--- src/amc_pkg.sv ---
`default_nettype none
package amc_pkg;

   // ----------------------------------------------------------------
   // Register byte offsets
   // ----------------------------------------------------------------
   localparam logic [7:0] OFS_FEAT_ERR   = 8'h00;
   localparam logic [7:0] OFS_SECT_CNT   = 8'h04;
   localparam logic [7:0] OFS_SECT_NUM   = 8'h08;
   localparam logic [7:0] OFS_CYL_LOW    = 8'h0C;
   localparam logic [7:0] OFS_CYL_HIGH   = 8'h10;
   localparam logic [7:0] OFS_DEV_HEAD   = 8'h14;
   localparam logic [7:0] OFS_CMD_STAT   = 8'h18;
   localparam logic [7:0] OFS_DEV_CTRL   = 8'h1C;
   localparam logic [7:0] OFS_MODE       = 8'h20;

   // ----------------------------------------------------------------
   // Opcodes, key and subcommands
   // ----------------------------------------------------------------
   localparam logic [7:0] CMD_SET_MULT   = 8'hC6;
   localparam logic [7:0] CMD_SLEEP      = 8'hE6;
   localparam logic [7:0] CMD_SLEEP_ALT  = 8'h99;
   localparam logic [7:0] CMD_SMART      = 8'hB0;
   localparam logic [7:0] SMART_KEY_LOW  = 8'h4F;
   localparam logic [7:0] SMART_KEY_HIGH = 8'hC2;
   localparam logic [7:0] SUB_READ_ATTR  = 8'hD0;
   localparam logic [7:0] SUB_READ_THR   = 8'hD1;
   localparam logic [7:0] SUB_AUTOSAVE   = 8'hD2;
   localparam logic [7:0] SUB_SAVE_ATTR  = 8'hD3;
   localparam logic [7:0] SUB_LAST_LOW   = 8'hD6;
   localparam logic [7:0] SUB_ENABLE     = 8'hD8;
   localparam logic [7:0] SUB_DISABLE    = 8'hD9;
   localparam logic [7:0] SUB_LAST_HIGH  = 8'hDB;
   localparam logic [7:0] AUTOSAVE_OFF   = 8'h00;
   localparam logic [7:0] AUTOSAVE_ON    = 8'hF1;
   localparam int         BLOCK_MAX      = 16;

   // ----------------------------------------------------------------
   // Field positions and reset values
   // ----------------------------------------------------------------
   localparam int         ERR_ABT_BIT    = 2;
   localparam int         ST_BSY_BIT     = 7;
   localparam int         ST_RDY_BIT     = 6;
   localparam int         ST_DSC_BIT     = 4;
   localparam int         ST_ERR_BIT     = 0;
   localparam int         CTRL_SRST_BIT  = 2;
   localparam logic [7:0] RST_BYTE       = 8'h00;
   localparam logic [4:0] RST_BLOCK      = 5'h00;

   typedef struct packed {
      logic [7:0] features;
      logic [7:0] sector_count;
      logic [7:0] sector_number;
      logic [7:0] cyl_low;
      logic [7:0] cyl_high;
      logic [7:0] dev_head;
   } amc_tf_t;

   typedef enum logic [3:0] {
      ACT_ABORT, ACT_MULT_ON, ACT_MULT_OFF, ACT_MULT_BAD, ACT_SLEEP,
      ACT_AS_ON, ACT_AS_OFF, ACT_SMART_ON, ACT_SMART_OFF,
      ACT_MEDIA_ATTR, ACT_MEDIA
   } amc_act_t;

   typedef enum logic [2:0] {
      ST_IDLE  = 3'b000,
      ST_BUSY  = 3'b001,
      ST_APPLY = 3'b011,
      ST_WAIT  = 3'b111,
      ST_DONE  = 3'b010
   } amc_state_t;

endpackage
`default_nettype wire

--- src/amc_decode.sv ---
`timescale 1ns/1ps
`default_nettype none
module amc_decode (
   input  wire logic [7:0]         command,
   input  wire amc_pkg::amc_tf_t   tf,
   input  wire logic               smart_en,
   output var  amc_pkg::amc_act_t  action
);
   import amc_pkg::*;

   function automatic logic block_ok(input logic [7:0] n);
      block_ok = (n == 8'h00) || ((n <= 8'(BLOCK_MAX)) && ((n & (n - 8'h01)) == 8'h00));
   endfunction

   function automatic logic sub_known(input logic [7:0] s);
      sub_known = ((s >= SUB_READ_ATTR) && (s <= SUB_LAST_LOW))
               || ((s >= SUB_ENABLE) && (s <= SUB_LAST_HIGH));
   endfunction

   always_comb begin
      action = ACT_ABORT;
      case (command)
         CMD_SET_MULT: begin
            if (!block_ok(tf.sector_count)) begin
               action = ACT_MULT_BAD;
            end else if (tf.sector_count == 8'h00) begin
               action = ACT_MULT_OFF;
            end else begin
               action = ACT_MULT_ON;
            end
         end
         CMD_SLEEP, CMD_SLEEP_ALT: begin
            action = ACT_SLEEP;
         end
         CMD_SMART: begin
            if ((tf.cyl_low != SMART_KEY_LOW) || (tf.cyl_high != SMART_KEY_HIGH)
                || !sub_known(tf.features)) begin
               action = ACT_ABORT;
            end else if (!smart_en && (tf.features != SUB_ENABLE)) begin
               action = ACT_ABORT;
            end else begin
               case (tf.features)
                  SUB_ENABLE:    action = ACT_SMART_ON;
                  SUB_DISABLE:   action = ACT_SMART_OFF;
                  SUB_READ_ATTR: action = ACT_MEDIA_ATTR;
                  SUB_AUTOSAVE: begin
                     if (tf.sector_count == AUTOSAVE_OFF) begin
                        action = ACT_AS_OFF;
                     end else if (tf.sector_count == AUTOSAVE_ON) begin
                        action = ACT_AS_ON;
                     end else begin
                        action = ACT_ABORT;
                     end
                  end
                  default:       action = ACT_MEDIA;
               endcase
            end
         end
         default: begin
            action = ACT_ABORT;
         end
      endcase
   end

endmodule
`default_nettype wire

--- src/amc_top.sv ---
// Contract
// - Host writes C6h with block size already in sector count.
// - Valid size enables multiple transfers and records sectors per interrupt.
// - Only sizes 0, 1, 2, 4, 8, 16 accepted; zero disables.
// - Other sizes abort and disable multiple transfers.
// - Opcodes E6h and 99h both enter sleep.
// - Sleep spins down unless already stopped, interface goes inactive.
// - Only software or hardware reset leaves sleep.
// - Recognised subcommands are D0h to D6h and D8h to DBh.
// - D0h first saves attribute values, then returns 512 bytes.
// - D1h fetches thresholds and returns 512 bytes.
// - D2h with count 00h disables autosave.
// - D2h with count F1h enables autosave.
// - D2h with other nonzero count keeps setting and errors.
// - Autosave setting kept in nonvolatile storage.
// - Attribute saves may still happen with autosave off.
// - D9h also turns autosave off.
// - D2h sets BSY, applies change, clears BSY, then raises INTRQ.
// - Error register abort is bit 2; BSY 0 and ERR valid at end.
// - While disabled, every subcommand but enable aborts.
`timescale 1ns/1ps
`default_nettype none
module amc_top (
   input  wire logic        clk,
   input  wire logic        reset,
   input  wire logic        psel,
   input  wire logic        penable,
   input  wire logic        pwrite,
   input  wire logic [7:0]  paddr,
   input  wire logic [31:0] pwdata,
   output logic      [31:0] prdata,
   output logic             pready,
   output logic             pslverr,
   output logic             intrq,
   input  wire logic        spindle_stopped,
   output logic             spin_down_req,
   output logic             media_req,
   output logic      [7:0]  media_op,
   input  wire logic        media_ack,
   input  wire logic        media_err,
   input  wire logic        nv_autosave,
   input  wire logic        nv_smart_en,
   output logic             nv_store,
   output logic             autosave_en,
   output logic             smart_en,
   output logic             multi_en,
   output logic      [4:0]  block_size,
   output logic             asleep
);
   import amc_pkg::*;

   // ----------------------------------------------------------------
   // Signals
   // ----------------------------------------------------------------
   amc_tf_t    tf_q,         tf_d;
   logic [31:0] prdata_q,    prdata_d;
   amc_state_t state_q,      state_d;
   amc_act_t   act_q,        act_d;
   amc_act_t   act_dec;
   logic [7:0] err_q,        err_d;
   logic       intrq_q,      intrq_d;
   logic       sleep_q,      sleep_d;
   logic       multi_q,      multi_d;
   logic [4:0] block_q,      block_d;
   logic       as_q,         as_d;
   logic       sm_q,         sm_d;
   logic       load_q,       load_d;
   logic       nv_st_q,      nv_st_d;
   logic       spin_q,       spin_d;
   logic       mreq_q,       mreq_d;
   logic [7:0] mop_q,        mop_d;
   logic       second_q,     second_d;
   logic       stop_m,       stop_s;
   logic       setup;
   logic       access;
   logic       wr;
   logic       mapped;
   logic       busy;
   logic       cmd_go;
   logic       srst;
   logic       stat_rd;
   logic [7:0] status;

   // ----------------------------------------------------------------
   // Spindle pin synchroniser
   // ----------------------------------------------------------------
   always_ff @(posedge clk or posedge reset) begin
      if (reset) begin
         stop_m <= 1'b0;
         stop_s <= 1'b0;
      end else begin
         stop_m <= spindle_stopped;
         stop_s <= stop_m;
      end
   end

   // ----------------------------------------------------------------
   // APB slave and task file
   // ----------------------------------------------------------------
   assign setup   = psel && !penable;
   assign access  = psel && penable;
   assign wr      = access && pwrite;
   assign busy    = (state_q == ST_BUSY) || (state_q == ST_APPLY) || (state_q == ST_WAIT);
   assign mapped  = (paddr[1:0] == 2'b00) && (paddr <= OFS_MODE);
   assign pready  = 1'b1;
   assign pslverr = access && !mapped;
   assign prdata  = prdata_q;
   assign srst    = wr && (paddr == OFS_DEV_CTRL) && pwdata[CTRL_SRST_BIT];
   assign cmd_go  = wr && (paddr == OFS_CMD_STAT) && !busy && !sleep_q
                    && (state_q == ST_IDLE);
   assign stat_rd = access && !pwrite && (paddr == OFS_CMD_STAT);

   always_comb begin
      status              = RST_BYTE;
      status[ST_BSY_BIT]  = busy;
      status[ST_RDY_BIT]  = !sleep_q;
      status[ST_DSC_BIT]  = !sleep_q;
      status[ST_ERR_BIT]  = err_q[ERR_ABT_BIT];
   end

   always_comb begin
      tf_d     = tf_q;
      prdata_d = prdata_q;
      if (wr && !busy && !sleep_q) begin
         case (paddr)
            OFS_FEAT_ERR: tf_d.features      = pwdata[7:0];
            OFS_SECT_CNT: tf_d.sector_count  = pwdata[7:0];
            OFS_SECT_NUM: tf_d.sector_number = pwdata[7:0];
            OFS_CYL_LOW:  tf_d.cyl_low       = pwdata[7:0];
            OFS_CYL_HIGH: tf_d.cyl_high      = pwdata[7:0];
            OFS_DEV_HEAD: tf_d.dev_head      = pwdata[7:0];
            default:      tf_d               = tf_q;
         endcase
      end
      if (setup && !pwrite) begin
         prdata_d = 32'h0000_0000;
         case (paddr)
            OFS_FEAT_ERR: prdata_d[7:0] = err_q;
            OFS_SECT_CNT: prdata_d[7:0] = tf_q.sector_count;
            OFS_SECT_NUM: prdata_d[7:0] = tf_q.sector_number;
            OFS_CYL_LOW:  prdata_d[7:0] = tf_q.cyl_low;
            OFS_CYL_HIGH: prdata_d[7:0] = tf_q.cyl_high;
            OFS_DEV_HEAD: prdata_d[7:0] = tf_q.dev_head;
            OFS_CMD_STAT: prdata_d[7:0] = status;
            OFS_MODE:     prdata_d[8:0] = {sleep_q, sm_q, as_q, multi_q, block_q};
            default:      prdata_d      = 32'h0000_0000;
         endcase
      end
   end

   always_ff @(posedge clk or posedge reset) begin
      if (reset) begin
         tf_q     <= '0;
         prdata_q <= 32'h0000_0000;
      end else begin
         tf_q     <= tf_d;
         prdata_q <= prdata_d;
      end
   end

   // ----------------------------------------------------------------
   // Command decode
   // ----------------------------------------------------------------
   amc_decode u_decode (
      .command  (pwdata[7:0]),
      .tf       (tf_q),
      .smart_en (sm_q),
      .action   (act_dec)
   );

   // ----------------------------------------------------------------
   // Command sequencer
   // ----------------------------------------------------------------
   always_comb begin
      state_d  = state_q;
      act_d    = act_q;
      err_d    = err_q;
      intrq_d  = intrq_q;
      sleep_d  = sleep_q;
      multi_d  = multi_q;
      block_d  = block_q;
      as_d     = as_q;
      sm_d     = sm_q;
      load_d   = 1'b0;
      nv_st_d  = 1'b0;
      spin_d   = 1'b0;
      mreq_d   = 1'b0;
      mop_d    = mop_q;
      second_d = second_q;
      // Status read or new command drops the interrupt
      if (stat_rd || cmd_go) begin
         intrq_d = 1'b0;
      end
      if (load_q) begin
         as_d = nv_autosave;
         sm_d = nv_smart_en;
      end
      case (state_q)
         ST_IDLE: begin
            if (cmd_go) begin
               act_d    = act_dec;
               err_d    = RST_BYTE;
               second_d = 1'b0;
               state_d  = ST_BUSY;
            end
         end
         ST_BUSY: begin
            state_d = ST_APPLY;
         end
         ST_APPLY: begin
            state_d = ST_DONE;
            case (act_q)
               ACT_MULT_ON: begin
                  multi_d = 1'b1;
                  block_d = tf_q.sector_count[4:0];
               end
               ACT_MULT_OFF: begin
                  multi_d = 1'b0;
                  block_d = RST_BLOCK;
               end
               ACT_MULT_BAD: begin
                  multi_d = 1'b0;
                  block_d = RST_BLOCK;
                  err_d[ERR_ABT_BIT] = 1'b1;
               end
               ACT_SLEEP: begin
                  if (!stop_s) begin
                     spin_d  = 1'b1;
                     state_d = ST_WAIT;
                  end
               end
               ACT_AS_ON: begin
                  as_d    = 1'b1;
                  nv_st_d = 1'b1;
               end
               ACT_AS_OFF: begin
                  as_d    = 1'b0;
                  nv_st_d = 1'b1;
               end
               ACT_SMART_ON: begin
                  sm_d    = 1'b1;
                  nv_st_d = 1'b1;
               end
               ACT_SMART_OFF: begin
                  sm_d    = 1'b0;
                  as_d    = 1'b0;
                  nv_st_d = 1'b1;
               end
               ACT_MEDIA_ATTR: begin
                  mop_d   = SUB_SAVE_ATTR;
                  mreq_d  = 1'b1;
                  state_d = ST_WAIT;
               end
               ACT_MEDIA: begin
                  mop_d   = tf_q.features;
                  mreq_d  = 1'b1;
                  state_d = ST_WAIT;
               end
               default: begin
                  err_d[ERR_ABT_BIT] = 1'b1;
               end
            endcase
         end
         ST_WAIT: begin
            if (act_q == ACT_SLEEP) begin
               if (stop_s) begin
                  state_d = ST_DONE;
               end
            end else if (media_ack) begin
               if (media_err) begin
                  err_d[ERR_ABT_BIT] = 1'b1;
                  state_d = ST_DONE;
               end else if ((act_q == ACT_MEDIA_ATTR) && !second_q) begin
                  second_d = 1'b1;
                  mop_d    = SUB_READ_ATTR;
                  mreq_d   = 1'b1;
               end else begin
                  state_d = ST_DONE;
               end
            end
         end
         ST_DONE: begin
            intrq_d = 1'b1;
            state_d = ST_IDLE;
            if (act_q == ACT_SLEEP) begin
               sleep_d = 1'b1;
            end
         end
         default: begin
            state_d = ST_IDLE;
         end
      endcase
      if (srst) begin
         state_d = ST_IDLE;
         sleep_d = 1'b0;
         err_d   = RST_BYTE;
         intrq_d = 1'b0;
         mreq_d  = 1'b0;
         spin_d  = 1'b0;
      end
   end

   always_ff @(posedge clk or posedge reset) begin
      if (reset) begin
         state_q  <= ST_IDLE;
         act_q    <= ACT_ABORT;
         err_q    <= RST_BYTE;
         intrq_q  <= 1'b0;
         sleep_q  <= 1'b0;
         multi_q  <= 1'b0;
         block_q  <= RST_BLOCK;
         as_q     <= 1'b0;
         sm_q     <= 1'b0;
         load_q   <= 1'b1;
         nv_st_q  <= 1'b0;
         spin_q   <= 1'b0;
         mreq_q   <= 1'b0;
         mop_q    <= RST_BYTE;
         second_q <= 1'b0;
      end else begin
         state_q  <= state_d;
         act_q    <= act_d;
         err_q    <= err_d;
         intrq_q  <= intrq_d;
         sleep_q  <= sleep_d;
         multi_q  <= multi_d;
         block_q  <= block_d;
         as_q     <= as_d;
         sm_q     <= sm_d;
         load_q   <= load_d;
         nv_st_q  <= nv_st_d;
         spin_q   <= spin_d;
         mreq_q   <= mreq_d;
         mop_q    <= mop_d;
         second_q <= second_d;
      end
   end

   // ----------------------------------------------------------------
   // Outputs
   // ----------------------------------------------------------------
   assign intrq         = intrq_q;
   assign spin_down_req = spin_q;
   assign media_req     = mreq_q;
   assign media_op      = mop_q;
   assign nv_store      = nv_st_q;
   assign autosave_en   = as_q;
   assign smart_en      = sm_q;
   assign multi_en      = multi_q;
   assign block_size    = block_q;
   assign asleep        = sleep_q;

endmodule
`default_nettype wire

--- config.mk ---
export PLATFORM = sky130hd
export DESIGN_NAME = amc_top
export DESIGN_NICKNAME = d
export VERILOG_FILES = /design/src/amc_pkg.sv /design/src/amc_decode.sv /design/src/amc_top.sv
export SDC_FILE = /design/constraint.sdc
export NUM_CORES = 1
export LEC_CHECK = 0
export BUFFER_PORTS_ARGS = -buffer_cell sky130_fd_sc_hd__buf_4
export CAP_MARGIN = 40
export CORE_MARGIN = 5
export CORE_UTILIZATION = 40
export DETAILED_ROUTE_END_ITERATION = 10
export SETUP_SLACK_MARGIN = 0.3
export SKIP_LAST_GASP = 1
export SYNTH_ARGS = -nofsm -noshare
export SYNTH_HDL_FRONTEND = slang
export SYNTH_SLANG_ARGS = --single-unit
--- constraint.sdc ---
create_clock -name clk -period 6.9 [get_ports clk]
set_clock_uncertainty 0.15 [all_clocks]
set_input_delay 1.38 -clock clk [delete_from_list [all_inputs] [get_ports clk]]
set_output_delay 1.38 -clock clk [all_outputs]
set_load 0.02 [all_outputs]
Word level (Yosys, flattened, before mapping)
Index checks and enable logic that the tools add are counted.
{ "totals": {"ff_bits": 97, "in_bits": 50} }
{ "op_classes": {"n_mux": 68, "reduce_logical": 70, "order_cmp": 6, "n_eq_ne": 48, "n_bitwise": 1, "n_addsub": 1} }
{ "op_table": {"columns": ["operator", "count"], "rows": [
  ["$eq A8 B8 Y1 const B", 9],
  ["$pmux W8 S8", 1],
  ["$mux W8", 6],
  ["$eq A8 B5 Y1 const B", 4],
  ["$mux W1", 32],
  ["$pmux W8 S2", 2],
  ["$mux W3", 9],
  ["$logic_not A8 Y1", 3],
  ["$logic_and A1 B1 Y1", 21],
  ["$reduce_and A2 Y1", 10],
  ["$reduce_and A6 Y1", 3],
  ["$eq A4 B3 Y1 const B", 4],
  ["$eq A8 B4 Y1 const B", 2],
  ["$ge A8 B8 Y1 const B", 2],
  ["$le A8 B8 Y1 const B", 2],
  ["$mux W4", 4],
  ["$ne A8 B8 Y1 const B", 2],
  ["$pmux W4 S4", 1],
  ["$ne A3 B3 Y1 const B", 5],
  ["$reduce_bool A2 Y1", 7],
  ["$eq A4 B4 Y1 const B", 3],
  ["$pmux W3 S4", 1],
  ["$pmux W4 S3", 1],
  ["$pmux W1 S2", 5],
  ["33 further kinds", 55]
]} }

Depth between registers and ports, before layout
{ "depth": {"word_depth": 11, "mapped_depth": 7, "depth_no_buf": 5} }

Hierarchy
From an unflattened synthesis, not the netlist that was laid out.
{ "hier_totals": {"cells_unflattened": 471, "hier_area_um2": 4947.2} }
{ "modules_own_cells": {"columns": ["module", "area_each_um2", "cells_per_inst", "n_inst", "seq_area_each_um2"], "rows": [
  ["amc_top", 4613.2, 421, 1, 2253.4],
  ["amc_decode", 334.1, 50, 1, 0.0]
]} }

Worst setup path after synthesis
No wires, ideal clock.
{ "synth_path": {"path_kind": "input -> output", "start": "in paddr[3]", "end": "out pslverr", "path_stages": 6, "path_slack_ns": 2.851, "t_arrival_ns": 2.519, "path_cell_list": "buf_2 -> nor4_1 -> and4b_1 -> buf_2 -> o21ai_0 -> and3_1"} }
{ "synth_via": {"elab_chain_cells": 4} }
{ "synth_lines": {"columns": ["element", "line_no", "source"], "rows": [
  ["start, declared", "amc_top.sv:29", "input wire logic [7:0] paddr,"],
  ["$le A8 B6 Y1", "amc_top.sv:104", "assign mapped = (paddr[1:0] == 2'b00) && (paddr <= OFS_MODE);"],
  ["$logic_and A1 B1 Y1", "amc_top.sv:104", null],
  ["$logic_not A1 Y1", "amc_top.sv:106", "assign pslverr = access && !mapped;"],
  ["$logic_and A1 B1 Y1", "amc_top.sv:106", null],
  ["end, declared", "amc_top.sv:33", "output logic pslverr,"]
]} }
No other way between the ends.

Final worst setup path
{ "layout_path": {"start": "in paddr[1]", "end": "out pslverr"} }
{ "layout_via": {"elab_chain_cells": 4, "elab_cells_between_ends": 5, "classes_between": "order compare: 1; reduce/logical: 4"} }
{ "layout_lines": {"columns": ["element", "line_no"], "rows": [
  ["$le A8 B6 Y1 or $logic_not A2 Y1 (tied branches)", "amc_top.sv:104"],
  ["$logic_and A1 B1 Y1 (*)", "amc_top.sv:104"],
  ["$logic_not A1 Y1 (*)", "amc_top.sv:106"],
  ["$logic_and A1 B1 Y1 (*)", "amc_top.sv:106"]
]} }
Mark *: on every way between the ends. The rest lies on a longest branch, timed or not.

==> results.md <==
* Worst R2R Setup Slack at around 4.7 ns
* Initial antenna violation count at 0
* Post-CTS Resized at 0
* Antenna Diode Count at 0
* DP HPWL at 9.18 mm
* FILL cells at approximately 1100
* Sequential area share after synthesis at a little under half
* Number of CTS-inserted buffers at 9
* Syn. warnings at 0
* H-tree depth reported by CTS at 3
* Critical path peak fanout at 12
* GRT overflow at 0
* Post-CTS Hold Buffers at 0
* Slew HR at 46.3%
* Placer Congestion at about 0.9
* Ys flop type: dfrtp_1
* Core Rows at 40
* Synth top area share at between 40% and 50%
* Final WL at approximately 12 mm
* Final nets at roughly 570
* CTS max path bufs at 2
* Worst Setup End Kind: primary output
* Actual slew at the worst max-slew pin at 0.805 ns
* #FFs+latches synth at 90
* Port Buffer Count at between 50 and 60
* Setup violations, final at 0
* Global-route wire length before repair at 19.7 mm
* Post-CTS setup buffer count at 0
* Largest net degree at the start of global routing at 59
* Skew-Pair Late Insertion Delay at ~0.34 ns
* Crit Path Class: input pin to primary output
* Chip width at around 120 um
* Setup TNS at 0 ns
* Reg power frac at between 40% and 50%
* Via density at ~5.6
* Leakage at approximately 2.6 nW
* Vias post-DR at around 3800
* Post-synth top area cell: dfrtp_1
* Pre-antenna DRT Iters at 5
* Combinational share of power at around a tenth
* Max Freq at approximately 0.22 GHz
* Clock power share at about 42%
* Post-route ant nets at 0
* WL per Instance at 18.3 um
* Clk Tree Root Cell: clkbuf_16
* Power Internal at 0.863 mW
* CTS tree: built
* Vias in the first global route at 3693
* DRC Markers at 0
* Die height at roughly 120 um
* P&R area growth vs syn at 14.7%
* Hold Path Depth at 0
* Synthesized area at between 4000 and 5000 um^2
* Synthesized instance count at 480
* Net switching power at approximately 0.3 mW
* FF-to-FF path depth at 4
* Die area at between 10000 and 15000 um^2
* RSZ-0062 raised after global routing: false
* Net Sw Frac at 25.7%
* Worst Path Required at approximately 5.4 ns
* Pwr/cell area at slightly above 200 nW/um^2
* Slew Limit Fails at 0
* Outcome: finished clean
* VDD IR max at roughly 0.00011 V
* Worst slack at placement at 2.30 ns
* Starting DRT DRC Count at 270
* Distinct cells, synth at between 60 and 70
* Layout cells sized above 1 at around 27%
* Total global-route track usage at approximately 17%
* Clock slew at reported path FFs at about 0.06 ns
* Top cells by area, synth: dfrtp_1, mux2_2, buf_4
* Minimum clock period at between 4 and 5 ns
* Final setup margin at between 2 and 2.5 ns
* Period utilisation layout at between 60% and 70%
* Number of I/O pins at approximately 110
* WP data arrival at approximately 3.1 ns
* Final Hold Viols at 0
* Post-synth EDFFs at 0
* Effective utilization at floorplan at about two fifths
* CTS Sinks at 90
* CP Launch Type: input pin
* Post-synth ARST share at between 90% and 100%
* Hold Path Class: flip-flop to flip-flop
* Syn_area_per_cell at slightly above 10 um^2
* Max_cap viols at 0
* Core area at roughly 12000 um^2
sequential cells by signal, summed over array words and instances (netlist names), 3 cells and up:
name,flops
tf_q,48
block_size,5
act_q,4
media_op,8
state_q,3
prdata,9
cell usage after synthesis (6+ instances only):
library cell / number
nor4_1: 7
dfrtp_1: 89
a21oi_1: 14
o21ai_0: 24
mux2i_1: 6
inv_1: 15
nor2_1: 29
o22ai_1: 8
nor3_1: 12
buf_4: 26
a31oi_1: 6
mux2_2: 52
nand3_1: 27
nor4b_1: 8
clkbuf_1: 16
nand3b_1: 7
buf_2: 9
nand2b_1: 6
nand2_1: 37
area by class of cell:
class | instances | area, um^2 | area share (%)
multi-input combinational | 345 | 2370 | 42.1
sequential | 90 | 2250 | 40.1
timing repair buffer | 62 | 463 | 8.23
clock buffer | 12 | 246 | 4.38
tap | 147 | 184 | 3.27
inverter | 15 | 57.6 | 1.02
clock inverter | 4 | 51.3 | 0.912
critical path, stage by stage:
cell and delay [ns]:
buf_4 0.13, nor4_1 0.29, buf_4 0.24, and4b_1 0.44, o21ai_0 0.20, and3_1 0.24
buf_4 0.15
stage by stage:
step / power (mW) / instance area [um^2] / hold slack, ns / utilization, % / instances
after floorplan: 0.647 / 4990 / 0.181 / - / 503
final: 1.16 / 5620 / 0.198 / 46.8 / 675
after detailed placement: 0.679 / 5330 / 0.186 / 44.3 / 659
after global routing: 1.21 / 5620 / 0.217 / 46.8 / 675
after global placement: 0.677 / 5320 / 0.184 / 44.3 / 658
after CTS: 1.17 / 5620 / 0.199 / 46.8 / 675
power by group through the flow:
stage / registers [mW] / logic (mW) / clock network (mW)
CTS: 0.553 / 0.117 / 0.503
detailed placement: 0.563 / 0.116 / 0
global placement: 0.562 / 0.115 / 0
finish: 0.553 / 0.117 / 0.492
floorplan: 0.550 / 0.0973 / 0
global route: 0.554 / 0.130 / 0.522
logic make-up after synthesis:
logic type | Yosys count | share of synthesized area (%)
multiplexers | 58 | 13.2
buffers and inverters | 68 | 7.48
flip-flops | 90 | 46.0
AO/OA/AOI/OAI | 85 | 11.3
XOR/XNOR | 3 | 0.536
AND/OR/NAND/NOR | 174 | 21.4
other | 2 | 0.153
layer usage:
metal / vias up / track usage, % / part of all wire, %
met5: - / 0 / 0
met4: 0 / 6.23 / 2.3
met3: 23 / 3.32 / 6.7
met2: 139 / 26.8 / 45
met1: 1855 / 23.8 / 46
li1: 1792 / - / -
cells in the final DEF (no fill, tap or decap), drive strengths merged, types with 7 or more instances in the layout:
| cell type | count |
|---|---|
| clkbuf | 12 |
| nand2 | 38 |
| buf | 62 |
| nor2 | 31 |
| nor3 | 17 |
| conb | 25 |
| mux2 | 52 |
| nor4 | 9 |
| a21oi | 14 |
| dfrtp | 89 |
| nand3b | 7 |
| o22ai | 8 |
| nand3 | 28 |
| nor4b | 8 |
| inv | 14 |
| o21ai | 24 |
path summary, 6_finish.rpt:
kind,start,endpoint
max,paddr[1],pslverr
min reg2reg,stop_m$_DFF_PP0_,stop_s$_DFF_PP0_
min in group asynchronous,reset,smart_en$_DFF_PP0_
max in group asynchronous,reset,prdata[0]$_DFFE_PP0P_
min,stop_m$_DFF_PP0_,stop_s$_DFF_PP0_
max reg2reg,act_q[1]$_DFFE_PP0P_,media_op[4]$_DFFE_PP0P_
(Power assumes the default switching activity.)
